==> config.mk <==
export PLATFORM = sky130hd
export DESIGN_NAME = pmic_spi_register_bank
export DESIGN_NICKNAME = d
export VERILOG_FILES = /design/src/inc/pmic_regs_pkg.sv /design/src/verilog/pmic_spi_register_bank.sv /design/src/verilog/spi_frame_rx.sv
export VERILOG_INCLUDE_DIRS = /design/src /design/src/inc
export SDC_FILE = /design/constraint.sdc
export NUM_CORES = 1
export LEC_CHECK = 0
export ABC_AREA = 1
export BUFFER_PORTS_ARGS = -buffer_cell sky130_fd_sc_hd__buf_2
export CORE_MARGIN = 3
export CORE_UTILIZATION = 55
export CTS_BUF_LIST = sky130_fd_sc_hd__clkbuf_8
export CTS_CLUSTER_SIZE = 24
export DETAILED_ROUTE_END_ITERATION = 10
export GPL_ROUTABILITY_DRIVEN = 0
export GPL_TIMING_DRIVEN = 1
export PLACE_DENSITY = 0.73
export SKIP_CTS_REPAIR_TIMING = 1
export SLEW_MARGIN = 20
export SYNTH_ARGS = -nofsm -noshare
export SYNTH_HDL_FRONTEND = slang
export SYNTH_SLANG_ARGS = --single-unit
==> constraint.sdc <==
create_clock -name clk_i -period 8.05 [get_ports clk_i]
set_input_delay 1.61 -clock clk_i [delete_from_list [all_inputs] [get_ports clk_i]]
set_output_delay 1.61 -clock clk_i [all_outputs]
set_load 0.05 [all_outputs]
==> src/inc/pmic_regs_map.svh <==
// register bank offsets, field positions, reset values and codes
`ifndef PMIC_REGS_MAP_SVH
`define PMIC_REGS_MAP_SVH

// ==========================================================================
// register indexes (low nibble of a command)
`define IDX_REVISION        4'h0
`define IDX_IDENTITY        4'h1
`define IDX_STATUS_ONE      4'h2
`define IDX_CONFIG_ONE      4'h3
`define IDX_CONFIG_TWO      4'h4
`define IDX_SAFETY_FOUR     4'h5
`define IDX_SAFETY_FIVE     4'h6
`define IDX_EXT_MON_ONE     4'h7
`define IDX_WATCHDOG        4'h8
`define NUM_REGS            9
`define FIRST_CFG_IDX       3

// ==========================================================================
// command families (high nibble of a command)
`define CMD_RD_FAMILY       4'h0
`define CMD_WR_FAMILY       4'h8

// ==========================================================================
// reset values
`define RST_REVISION        8'h10
`define RST_STATUS_ONE      8'h00
`define RST_CONFIG_ONE      8'h01
`define RST_CONFIG_TWO      8'h00
`define RST_SAFETY_FOUR     8'h00
`define RST_SAFETY_FIVE     8'h00
`define RST_EXT_MON_ONE     8'h00
`define RST_WATCHDOG        8'h00

// ==========================================================================
// implemented-bit masks, unused bits read as zero
`define MASK_REVISION       8'hff
`define MASK_IDENTITY       8'h03
`define MASK_STATUS_ONE     8'hff
`define MASK_CONFIG_ONE     8'hff
`define MASK_CONFIG_TWO     8'h0f
`define MASK_SAFETY_FOUR    8'hff
`define MASK_SAFETY_FIVE    8'hff
`define MASK_EXT_MON_ONE    8'h7f
`define MASK_WATCHDOG       8'hff

// ==========================================================================
// field positions and frame figures
`define POS_ENDRV_BIT       0
`define POS_STAT_INVALID    0
`define FRAME_BITS          5'd16
`define CMD_BITS            5'd8
`define CRC_INIT            8'hff
`define CRC_POLY            8'h07

`endif

==> src/inc/pmic_regs_pkg.sv <==
// types shared by the register bank and its link receiver
package pmic_regs_pkg;

  // ========================================================================
  // device operating states as seen by the bank
  typedef enum logic [2:0] {
    ST_OFF        = 3'h0,
    ST_INIT       = 3'h1,
    ST_RESET      = 3'h3,
    ST_DIAGNOSTIC = 3'h2,
    ST_ACTIVE     = 3'h6,
    ST_SAFE       = 3'h7
  } dev_state_t;

  // ========================================================================
  // one received serial frame
  typedef struct packed {
    logic [7:0] cmd;
    logic [7:0] data;
    logic       len_ok;
  } spi_frame_t;

endpackage : pmic_regs_pkg

==> src/verilog/pmic_spi_register_bank.sv <==
// register bank of the power manager behind its serial link
`include "pmic_regs_map.svh"
module pmic_spi_register_bank
  import pmic_regs_pkg::*;
#(
  parameter logic [7:0] IDENTITY_VALUE = 8'h02 // arbitrary neutral identity
)(
  input  wire logic       clk_i,
  input  wire logic       rst_i,
  input  wire logic       ncs_i,
  input  wire logic       sck_i,
  input  wire logic       sdi_i,
  input  dev_state_t      dev_state_i,
  input  wire logic       cfg_lock_i,
  input  wire logic [7:0] status_i,
  input  wire logic [3:0] analog_cond_i,
  output logic            sdo_o,
  output logic            sdo_oe_o,
  output logic            enable_drive_or_irq_pin_o,
  output logic            enable_drive_control_bit_o,
  output logic            safe_request_o,
  output logic [7:0]      config_checksum_guard_o
);

  localparam int NR = `NUM_REGS;
  localparam int NC = `NUM_REGS - `FIRST_CFG_IDX;

  // ========================================================================
  // constant tables per register
  localparam logic [7:0] RST_TAB [NR] = '{
    `RST_REVISION, 8'h00, `RST_STATUS_ONE, `RST_CONFIG_ONE, `RST_CONFIG_TWO,
    `RST_SAFETY_FOUR, `RST_SAFETY_FIVE, `RST_EXT_MON_ONE, `RST_WATCHDOG};
  localparam logic [7:0] MASK_TAB [NR] = '{
    `MASK_REVISION, `MASK_IDENTITY, `MASK_STATUS_ONE, `MASK_CONFIG_ONE,
    `MASK_CONFIG_TWO, `MASK_SAFETY_FOUR, `MASK_SAFETY_FIVE, `MASK_EXT_MON_ONE,
    `MASK_WATCHDOG};

  // ========================================================================
  // link receiver
  logic       active;
  logic       start;
  logic       rise;
  logic       cmd_valid;
  logic       done;
  logic [4:0] bit_cnt;
  spi_frame_t frame;

  spi_frame_rx u_rx (
    .clk_i       (clk_i),
    .rst_i       (rst_i),
    .ncs_i       (ncs_i),
    .sck_i       (sck_i),
    .sdi_i       (sdi_i),
    .active_o    (active),
    .start_o     (start),
    .rise_o      (rise),
    .cmd_valid_o (cmd_valid),
    .done_o      (done),
    .bit_cnt_o   (bit_cnt),
    .frame_o     (frame)
  );

  // ========================================================================
  // state decode
  // the link answers only in DIAGNOSTIC, ACTIVE and SAFE
  wire link_on   = !(dev_state_i inside {ST_OFF, ST_INIT, ST_RESET});
  wire in_reset  = (dev_state_i == ST_RESET);
  wire cfg_open  = (dev_state_i == ST_DIAGNOSTIC) && !cfg_lock_i;

  // ========================================================================
  // command decode, reads and writes in separate families
  // a write aimed at a read-only entry is undefined and flags the frame
  wire [3:0] cmd_fam = frame.cmd[7:4];
  wire [3:0] cmd_idx = frame.cmd[3:0];
  wire idx_ok   = (cmd_idx < 4'(NR));
  wire is_read  = (cmd_fam == `CMD_RD_FAMILY) && idx_ok;
  wire is_write = (cmd_fam == `CMD_WR_FAMILY) && idx_ok &&
                  (cmd_idx >= 4'(`FIRST_CFG_IDX));
  wire cmd_bad  = !(is_read || is_write);
  wire frame_ok = frame.len_ok && !cmd_bad;
  wire wr_take  = done && link_on && frame_ok && is_write && cfg_open;

  // ========================================================================
  // register storage and next values
  // a host write and a fault in one cycle: the fault's clear wins
  logic [7:0] regs      [NR];
  logic [7:0] next_regs [NR];
  logic [7:0] wr_byte;
  wire  fault     = |(regs[`IDX_CONFIG_TWO][3:0] & analog_cond_i);
  wire  wd_change = wr_take && (cmd_idx == `IDX_WATCHDOG) &&
                    ((frame.data & MASK_TAB[`IDX_WATCHDOG]) != regs[`IDX_WATCHDOG]);
  assign wr_byte  = frame.data;

  genvar i;
  for (i = 0; i < NR; i++) begin : g_reg
    logic hit;
    logic reload;
    logic [7:0] held;
    assign hit = wr_take && (cmd_idx == 4'(i));
    // entries that also reload in RESET or on a watchdog change
    if (i == `IDX_SAFETY_FOUR) begin : g_r4
      assign reload = in_reset;
    end else if (i == `IDX_SAFETY_FIVE) begin : g_r5
      assign reload = in_reset || wd_change;
    end else begin : g_rn
      assign reload = 1'b0;
    end
    // write merge, only the configuration entries are writable
    if (i == `IDX_STATUS_ONE) begin : g_st
      assign held = status_i & MASK_TAB[i];
    end else if (i >= `FIRST_CFG_IDX) begin : g_cf
      assign held = hit ? (wr_byte & MASK_TAB[i]) : regs[i];
    end else begin : g_ro
      assign held = regs[i];
    end
    // enable-drive bit is cleared by an enabled fault, over any write
    if (i == `IDX_CONFIG_ONE) begin : g_en
      assign next_regs[i] = fault ? (held & ~(8'h01 << `POS_ENDRV_BIT)) : held;
    end else begin : g_pl
      assign next_regs[i] = reload ? RST_TAB[i] : held;
    end
    // power-on defaults, identity taken from the parameter
    // status entry copies its live input every cycle, no write path
    always_ff @(posedge clk_i) begin
      if (rst_i) begin
        regs[i] <= (i == `IDX_IDENTITY) ? (IDENTITY_VALUE & MASK_TAB[i])
                                        : RST_TAB[i];
      end else begin
        regs[i] <= next_regs[i];
      end
    end
  end

  // ========================================================================
  // checksum over every configuration entry
  // recomputed every cycle, so it trails a write by one cycle
  function automatic logic [7:0] cfg_crc(input logic [8*NC-1:0] bytes);
    logic [7:0] c;
    c = `CRC_INIT;
    for (int b = 8*NC-1; b >= 0; b--) begin
      c = (c[7] ^ bytes[b]) ? ({c[6:0], 1'b0} ^ `CRC_POLY) : {c[6:0], 1'b0};
    end
    return ~c;
  endfunction : cfg_crc

  logic [8*NC-1:0] cfg_bytes;
  for (i = 0; i < NC; i++) begin : g_pack
    assign cfg_bytes[8*(NC-i)-1 -: 8] = regs[i + `FIRST_CFG_IDX];
  end

  // ========================================================================
  // response: status byte then read data, zeros while the link is off
  logic       bad_prev;
  logic [15:0] resp;
  wire [7:0] stat_byte = link_on ? (8'(bad_prev) << `POS_STAT_INVALID) : 8'h00;
  wire [7:0] rd_data   = (link_on && is_read) ? (regs[cmd_idx] & MASK_TAB[cmd_idx])
                                              : 8'h00;
  wire [3:0] out_pos   = 4'(5'd15 - bit_cnt);

  // invalid-frame flag for the next status byte, cleared in RESET
  // a frame met while the link is off leaves the flag alone
  always_ff @(posedge clk_i) begin
    if (rst_i || in_reset) begin
      bad_prev <= 1'b0;
    end else if (done && link_on) begin
      bad_prev <= !frame_ok;
    end
  end

  // response word build-up and serial output on rising clock edges
  // the first rise carries no new bit, status bit seven already stands
  always_ff @(posedge clk_i) begin
    if (rst_i) begin
      resp     <= 16'h0000;
      sdo_o    <= 1'b0;
      sdo_oe_o <= 1'b0;
    end else begin
      sdo_oe_o <= active;
      if (start) begin
        resp  <= {stat_byte, 8'h00};
        sdo_o <= stat_byte[7];
      end else begin
        if (cmd_valid) resp[7:0] <= rd_data;
        if (rise && bit_cnt != 5'd0) begin
          sdo_o <= (bit_cnt < `FRAME_BITS) ? resp[out_pos] : 1'b0;
        end
      end
    end
  end

  // ========================================================================
  // fault path and checksum outputs
  // pin and bit share one source so they can never disagree
  always_ff @(posedge clk_i) begin
    if (rst_i) begin
      enable_drive_or_irq_pin_o  <= 1'b0;
      enable_drive_control_bit_o <= 1'b0;
      safe_request_o             <= 1'b0;
      config_checksum_guard_o    <= 8'h00;
    end else begin
      enable_drive_or_irq_pin_o  <= next_regs[`IDX_CONFIG_ONE][`POS_ENDRV_BIT];
      enable_drive_control_bit_o <= next_regs[`IDX_CONFIG_ONE][`POS_ENDRV_BIT];
      safe_request_o             <= fault;
      config_checksum_guard_o    <= cfg_crc(cfg_bytes);
    end
  end

endmodule : pmic_spi_register_bank

==> src/verilog/spi_frame_rx.sv <==
// serial link pin sampler and frame receiver
`include "pmic_regs_map.svh"
module spi_frame_rx
  import pmic_regs_pkg::*;
(
  input  wire logic       clk_i,
  input  wire logic       rst_i,
  input  wire logic       ncs_i,
  input  wire logic       sck_i,
  input  wire logic       sdi_i,
  output logic            active_o,
  output logic            start_o,
  output logic            rise_o,
  output logic            cmd_valid_o,
  output logic            done_o,
  output logic [4:0]      bit_cnt_o,
  output spi_frame_t      frame_o
);

  // ========================================================================
  // three-stage sampling, a change counts when stages two and three agree
  logic [2:0] pins;
  logic [2:0] ff1;
  logic [2:0] ff2;
  logic [2:0] ff3;
  logic [2:0] filt;
  assign pins = {ncs_i, sck_i, sdi_i};

  genvar g;
  for (g = 0; g < 3; g++) begin : g_sync
    always_ff @(posedge clk_i) begin
      if (rst_i) begin
        // idle levels: select high, clock and data low, so no false edge
        ff1[g]  <= (g == 2);
        ff2[g]  <= (g == 2);
        ff3[g]  <= (g == 2);
        filt[g] <= (g == 2);
      end else begin
        ff1[g] <= pins[g];
        ff2[g] <= ff1[g];
        ff3[g] <= ff2[g];
        if (ff2[g] == ff3[g]) filt[g] <= ff3[g];
      end
    end
  end

  // edge decode from the filtered levels
  wire ncs_now  = (ff2[2] == ff3[2]) ? ff3[2] : filt[2];
  wire sck_now  = (ff2[1] == ff3[1]) ? ff3[1] : filt[1];
  wire ncs_fall = filt[2] & ~ncs_now;
  wire ncs_rise = ~filt[2] & ncs_now;
  wire sck_fall = filt[1] & ~sck_now & ~filt[2];
  wire sck_rise = ~filt[1] & sck_now & ~filt[2];
  wire [4:0] cnt_inc = (bit_cnt_o == 5'h1f) ? bit_cnt_o : bit_cnt_o + 5'd1;

  // ========================================================================
  // bit counting and shifting on falling clock edges
  always_ff @(posedge clk_i) begin
    if (rst_i) begin
      active_o    <= 1'b0;
      start_o     <= 1'b0;
      rise_o      <= 1'b0;
      cmd_valid_o <= 1'b0;
      done_o      <= 1'b0;
      bit_cnt_o   <= 5'd0;
      frame_o     <= '0;
    end else begin
      start_o     <= ncs_fall;
      rise_o      <= sck_rise;
      cmd_valid_o <= sck_fall && (cnt_inc == `CMD_BITS);
      done_o      <= ncs_rise;
      active_o    <= ~ncs_now;
      if (ncs_fall) begin
        bit_cnt_o <= 5'd0;
        frame_o   <= '0;
      end else if (sck_fall) begin
        bit_cnt_o <= cnt_inc;
        if (bit_cnt_o < `CMD_BITS)
          frame_o.cmd  <= {frame_o.cmd[6:0], filt[0]};
        else
          frame_o.data <= {frame_o.data[6:0], filt[0]};
      end
      if (ncs_rise) frame_o.len_ok <= (bit_cnt_o == `FRAME_BITS);
    end
  end

endmodule : spi_frame_rx

==> results of run 1 <==
[cell type report]
type                    instances  area, sq um
fillers                      1130         4240
multi-input cells             738         3720
flip-flops and latches        116         2320
inverters                     151          567
clock buffers                  19          262
clock inverters                12          201
well taps                     143          179
repair buffers                 34          173
[stage by stage]
| stage | power (W) | hold slack (ns) | util |
|---|---|---|---|
| global route | 0.00156 | 0.429 | 0.636 |
| global placement | 0.000880 | 0.389 | 0.596 |
| floorplan | 0.000833 | 0.388 | - |
| detailed placement | 0.000883 | 0.397 | 0.597 |
| finish | 0.00150 | 0.410 | 0.636 |
| CTS | 0.00150 | 0.410 | 0.636 |
[cell families (layout without fill, tap and decap cells)]
group | count (synthesis) | count (layout) | share of synthesized area
AND/OR/NAND/NOR | 534 | 534 | 0.355
buffers and inverters | 178 | 216 | 0.102
AO/OA/AOI/OAI | 175 | 175 | 0.151
flip-flops | 116 | 116 | 0.346
XOR/XNOR | 20 | 20 | 0.0294
adder cells (fa/ha/maj) | 9 | 9 | 0.0164
[flip-flops by register name (all words and copies together) (netlist names), 3 cells and up, named ones only]
| name | flops |
|---|---|
| u_rx.ff2 | 3 |
| u_rx.ff1 | 3 |
| u_rx.bit_cnt_o | 5 |
| u_rx.frame_o | 17 |
| config_checksum_guard_o | 8 |
| u_rx.filt | 3 |
| u_rx.ff3 | 3 |
| resp | 9 |
| regs | 51 |
[worst min-delay path, stage by stage (launching register included)]
cell     delay, ns
dfxtp_1       0.30
inv_1         0.04
nor2_1        0.03
[path summary, 6_finish.rpt]
kind | to | slack [ns]
setup reg to reg | config_checksum_guard_o[3] | 4.47
setup / recovery | config_checksum_guard_o[3] | 4.47
hold / removal | u_rx.ff2[1] | 0.41
hold reg to reg | u_rx.ff2[1] | 0.41
[power groups by stage]
stage	sequential (W)	clock (W)	combinational, W
finish	0.000600	0.000627	0.000270
global route	0.000601	0.000660	0.000303
CTS	0.000600	0.000632	0.000271
detailed placement	0.000613	0	0.000270
global placement	0.000612	0	0.000268
floorplan	0.000670	0	0.000163
[synth_stat cells (2+ instances only)]
cell type,number
nand2_1,255
clkbuf_1,20
a211oi_1,24
nand3_2,12
nand4_1,17
clkinv_1,4
nor3_1,4
inv_2,17
o221ai_1,5
xnor2_1,4
a31oi_1,2
o2111ai_1,2
or2_2,5
o22ai_1,2
a221oi_1,2
buf_1,2
ha_1,8
dfxtp_1,116
buf_4,2
xor2_1,13
xor2_2,3
o211ai_1,7
nand3b_1,2
o21ai_0,57
nand3_1,114
nand2_2,31
nor2_1,88
inv_1,130
a21oi_1,67
nor4_1,3
[per-layer routing]
| metal | wire (um) | global-route usage | share of wire |
|---|---|---|---|
| met1 | 8090 | 0.372 | 0.46 |
| met2 | 7800 | 0.419 | 0.44 |
| met3 | 1270 | 0.0601 | 0.072 |
| met4 | 527 | 0.112 | 0.030 |
| met5 | 0 | 0 | 0 |
==> flow_summary.ini, run 1 <==
[logic_synthesis]
ys_warn_count = 0
syn_inst = 1032
syn_area_sq_um = 6720
synth_edf_count = 0
ys_ff_latch = 116
ys_async_sr_fraction = 0
synth_cell_types = 44
ys.flop_type = dfxtp_1
syn-num-nets = 1061
yosys-top-cells-area = dfxtp_1 (35%), nand2_1 (14%), nand3_1 (8.5%)
ys_seq_area_frac = 0.346
synth_top_area_cell = dfxtp_1
synth.top_cell.area_share = 0.346
syn_avg_cell_area_sq_um = 6.51

[floorplan]
core-area_sq_um = 11700
rows = 39
design.die.area_sq_um = 13600
die_x_um = 117
io_pins = 34
start_util = 0.576
die_h_um = 117

[worst_setup_path]
slowest_delay_ns = 0.69
critPathMaxFanout = 12
crit_top_cell = nand2_1
startpoint_type = flop
worst-endpoint-arrival_ns = 3.91
cp_top_family = simple AND/OR/NAND/NOR gates
cp_num_buf_inv = 3
end_kind = flop
required_ns = 8.38
criticalPathCategory = reg -> reg
crit_start = regs[3][2]
r2r-start = regs[3][2]
slowest_stage = dfxtp_1
worst-path-stages = 29
r2r_cells = 29

[drt]
firstDrtPassIters = 6
drt_iter0_drc = 696
vias = 6618
route.detailed.drc = 0
vias_per_cell = 5.46
wl_per_cell_um = 14.6
wl_mm = 17.7
ant_nets = 0

[sta]
slew_viol_final = 0
worst_pin_slew_ns = 0.984
period_needed_ns = 3.58
max_freq_mhz = 279
finalSetupViolCount = 0
fin_ws_ns = 4.47
finalSetupTns_ns = 0
grt_setup_unrepaired = no
max-slew-margin-rel = 0.341
hold_viol = 0
min_period_over_period = 0.445
finClkSkew_ns = 0.0115

[cts]
cts_buffer_depth = 2
cts_tree = yes
clk_latency_ns = 0.44
cts_buffers = 17
cts-root-buf = clkbuf_8
h-tree-depth = 4
cts_sinks = 116
clk_pin_slew_ns = 0.07

[place]
dp_hpwl_mm = 13.6
dp_cells = 1182
placed_area_sq_um = 6960
preCtsSetupSlack_ns = 4.20
port_buffers = 33

[layout]
final_cell_area_sq_um = 7420
antennaDiodeCount = 0
layout-drive-gt1-share = 0.126
final_cell_mix = nand2_1 (255), inv_1 (131), dfxtp_1 (116), nand3_1 (114), nor2_1 (88)
stdcell_count = 1213
nets = 1087
mostFrequentLayoutCell = nand2_1
layout-area-overhead-vs-synth_pct = 10.4

[power_and_ir_drop]
power.density_nw_per_um2 = 202
sw_frac_of_total = 0.293
p_int_w = 0.00106
comb_power_share = 0.180
p_clk_frac = 0.419
p_leak_nw = 3.34
switchingPower_w = 0.000439
power_frac_seq = 0.401
peakVddDrop_mv = 0.173

[worst_hold_path]
min_from = u_rx.ff1[1]
hold_depth = 2
min_path_type = reg -> reg

[grt]
antenna_found_initial = 0
first_global_vias = 5812
grt_use_total = 0.273
overflow = 0
grt_max_degree = 43
grt_pass1_wl_mm = 28.6

[flow_run]
cap_violations = 0

[status]
status = finished clean
No activity file was read; power rests on OpenSTA's default activity.
==> run 2, diff against run 1 <==
PLACE_DENSITY = 0.76   (was 0.73)
clock period = 3.2 ns   (was 8.05 ns; I/O delays follow)
==> run 2 against run 1 <==
Net effect: count of clock-buffer cells in the layout is 1 higher; sequential share of layout area fell by 1.5 points; wire length is 2.6% higher; sequential cell count is the same; die area is the same; clock skew decreased by 0.0025 ns; register-to-register slack worse by 4.2 ns; via count increased by 4.0%; global-route usage increased by 0.50 points; cell count increased by 1.6%; setup slack lost 4.2 ns; total power rose to 2.5 times the previous value.
==> flow_summary.ini, run 2 (same netlist as run 1, synthesis figures left out) <==
[layout]
mostFrequentLayoutCell = nand2_1
final_cell_mix = nand2_1 (226), inv_1 (134), dfxtp_1 (106), nand3_1 (88), nor2_1 (86)
stdcell_count = 1232
largest_reg_flops = 51
layout-area-overhead-vs-synth_pct = 17.1
largest-register = regs
final_util = 0.675
layout-drive-gt1-share = 0.203
top_regs = regs: 51 flops, u_rx.frame_o: 17 flops, resp: 9 flops
nets = 1105
nFillCells = 1011
antennaDiodeCount = 0

[drt]
drt_iter0_drc = 656
firstDrtPassIters = 5
wl_mm = 18.2
ant_nets = 0
vias_per_cell = 5.59
route.detailed.drc = 0
vias = 6883
wl_per_cell_um = 14.7

[floorplan]
design.die.area_sq_um = 13600
core-area_sq_um = 11700
io_pins = 34
die_x_um = 117
rows = 39
die_h_um = 117
start_util = 0.576

[sta]
fin_ws_ns = 0.242
slew_viol_final = 0
finalSetupViolCount = 0
max_freq_mhz = 338
finClkSkew_ns = 0.00907
min_period_over_period = 0.924
worst_pin_slew_ns = 0.883
period_needed_ns = 2.96
hold_viol = 0
max-slew-margin-rel = 0.409

[grt]
antenna_found_initial = 1
use_met3 = 0.0637
use_met1 = 0.371
grt_util_met2 = 0.438
grt_pass1_wl_mm = 29.8
grt_busiest_layer = met2
grt_use_total = 0.278
grt_max_degree = 28
overflow = 0
first_global_vias = 6132

[status]
status = finished clean

[worst_setup_path]
r2r_cells = 29
end_kind = flop
worst-endpoint-arrival_ns = 3.29
required_ns = 3.54
critPathMaxFanout = 5
slowest_stage = dfxtp_4
r2r-start = regs[3][3]
slowest_delay_ns = 0.36
criticalPathCategory = reg -> reg
startpoint_type = flop
r2r_end = config_checksum_guard_o[3]
r2r_slack_ns = 0.24

[cts]
cts_buffers = 17
clk_latency_ns = 0.44
cts-root-buf = clkbuf_8
h-tree-depth = 4
cts_buffer_depth = 2
clk_pin_slew_ns = 0.07
cts_tree = yes
cts_sinks = 116

[power_and_ir_drop]
power.density_nw_per_um2 = 480
peakVddDrop_mv = 0.391
p_leak_nw = 3.53

[worst_hold_path]
hold_depth = 2
min_from = ncs_i
hold_end = u_rx.ff1[2]
min_path_type = in -> reg

[place]
preCtsSetupSlack_ns = 0.0610
dp_cells = 1198
port_buffers = 33
dp_hpwl_mm = 13.6

[flow_run]
cap_violations = 0
==> run 2: cell count changes in the layout (fill, tap and decap cells not counted), sizes merged <==
cell and change:
buf +18, inv +1, clkinv -1, clkbuf +1
==> run 2: layout make-up <==
| cell class | count | area [sq um] | area share |
|---|---|---|---|
| clock buffers | 20 | 275 | 0.0350 |
| flip-flops and latches | 116 | 2350 | 0.298 |
| multi-input cells | 738 | 4000 | 0.508 |
| repair buffers | 52 | 312 | 0.0396 |
| well taps | 143 | 179 | 0.0227 |
| inverters | 151 | 569 | 0.0724 |
| clock inverters | 12 | 186 | 0.0237 |
==> run 2: where the power goes <==
part | internal, W | switching, W | total, W
logic | 0.000209 | 0.000496 | 0.000705
clock network | 0.000978 | 0.000586 | 0.00156
registers | 0.00149 | 0.0000121 | 0.00150
total | 0.00268 | 0.00109 | 0.00377
==> run 2: metrics by stage <==
step           hold slack [ns]  instance area, sq um  TNS [ns]  power (W)
2_1_floorplan            0.388                  6720         0    0.00210
3_3_place_gp             0.391                  7070         0    0.00222
3_5_place_dp             0.392                  7070         0    0.00223
4_1_cts                  0.362                  7530         0    0.00378
5_1_grt                  0.370                  7870    -0.289    0.00395
6_report                 0.382                  7870         0    0.00377
==> run 2: worst max-delay path by stage <==
stage	from	end	slack, ns	cells after the start
floorplan	regs[3][3]	config_checksum_guard_o[7]	0.61	25
global placement	regs[3][2]	config_checksum_guard_o[3]	0.06	29
detailed placement	regs[3][2]	config_checksum_guard_o[3]	0.06	29
CTS	regs[3][2]	config_checksum_guard_o[3]	0.05	29
global route	regs[3][3]	config_checksum_guard_o[2]	-0.09	30
finish	regs[3][3]	config_checksum_guard_o[3]	0.24	29
==> run 2: layer usage <==
layer | vias up | wire length (um)
met1 | 3053 | 7950
met3 | 55 | 1430
li1 | 3453 | -
met4 | 2 | 541
met5 | - | 12
met2 | 320 | 8230
==> run 2: worst max-delay path, delay by kind of cell (launching register included) <==
kind	cells	cell delay [ns]
flip-flops	1	0.36
AND/OR/NAND/NOR	25	2.13
buffers and inverters	4	0.37
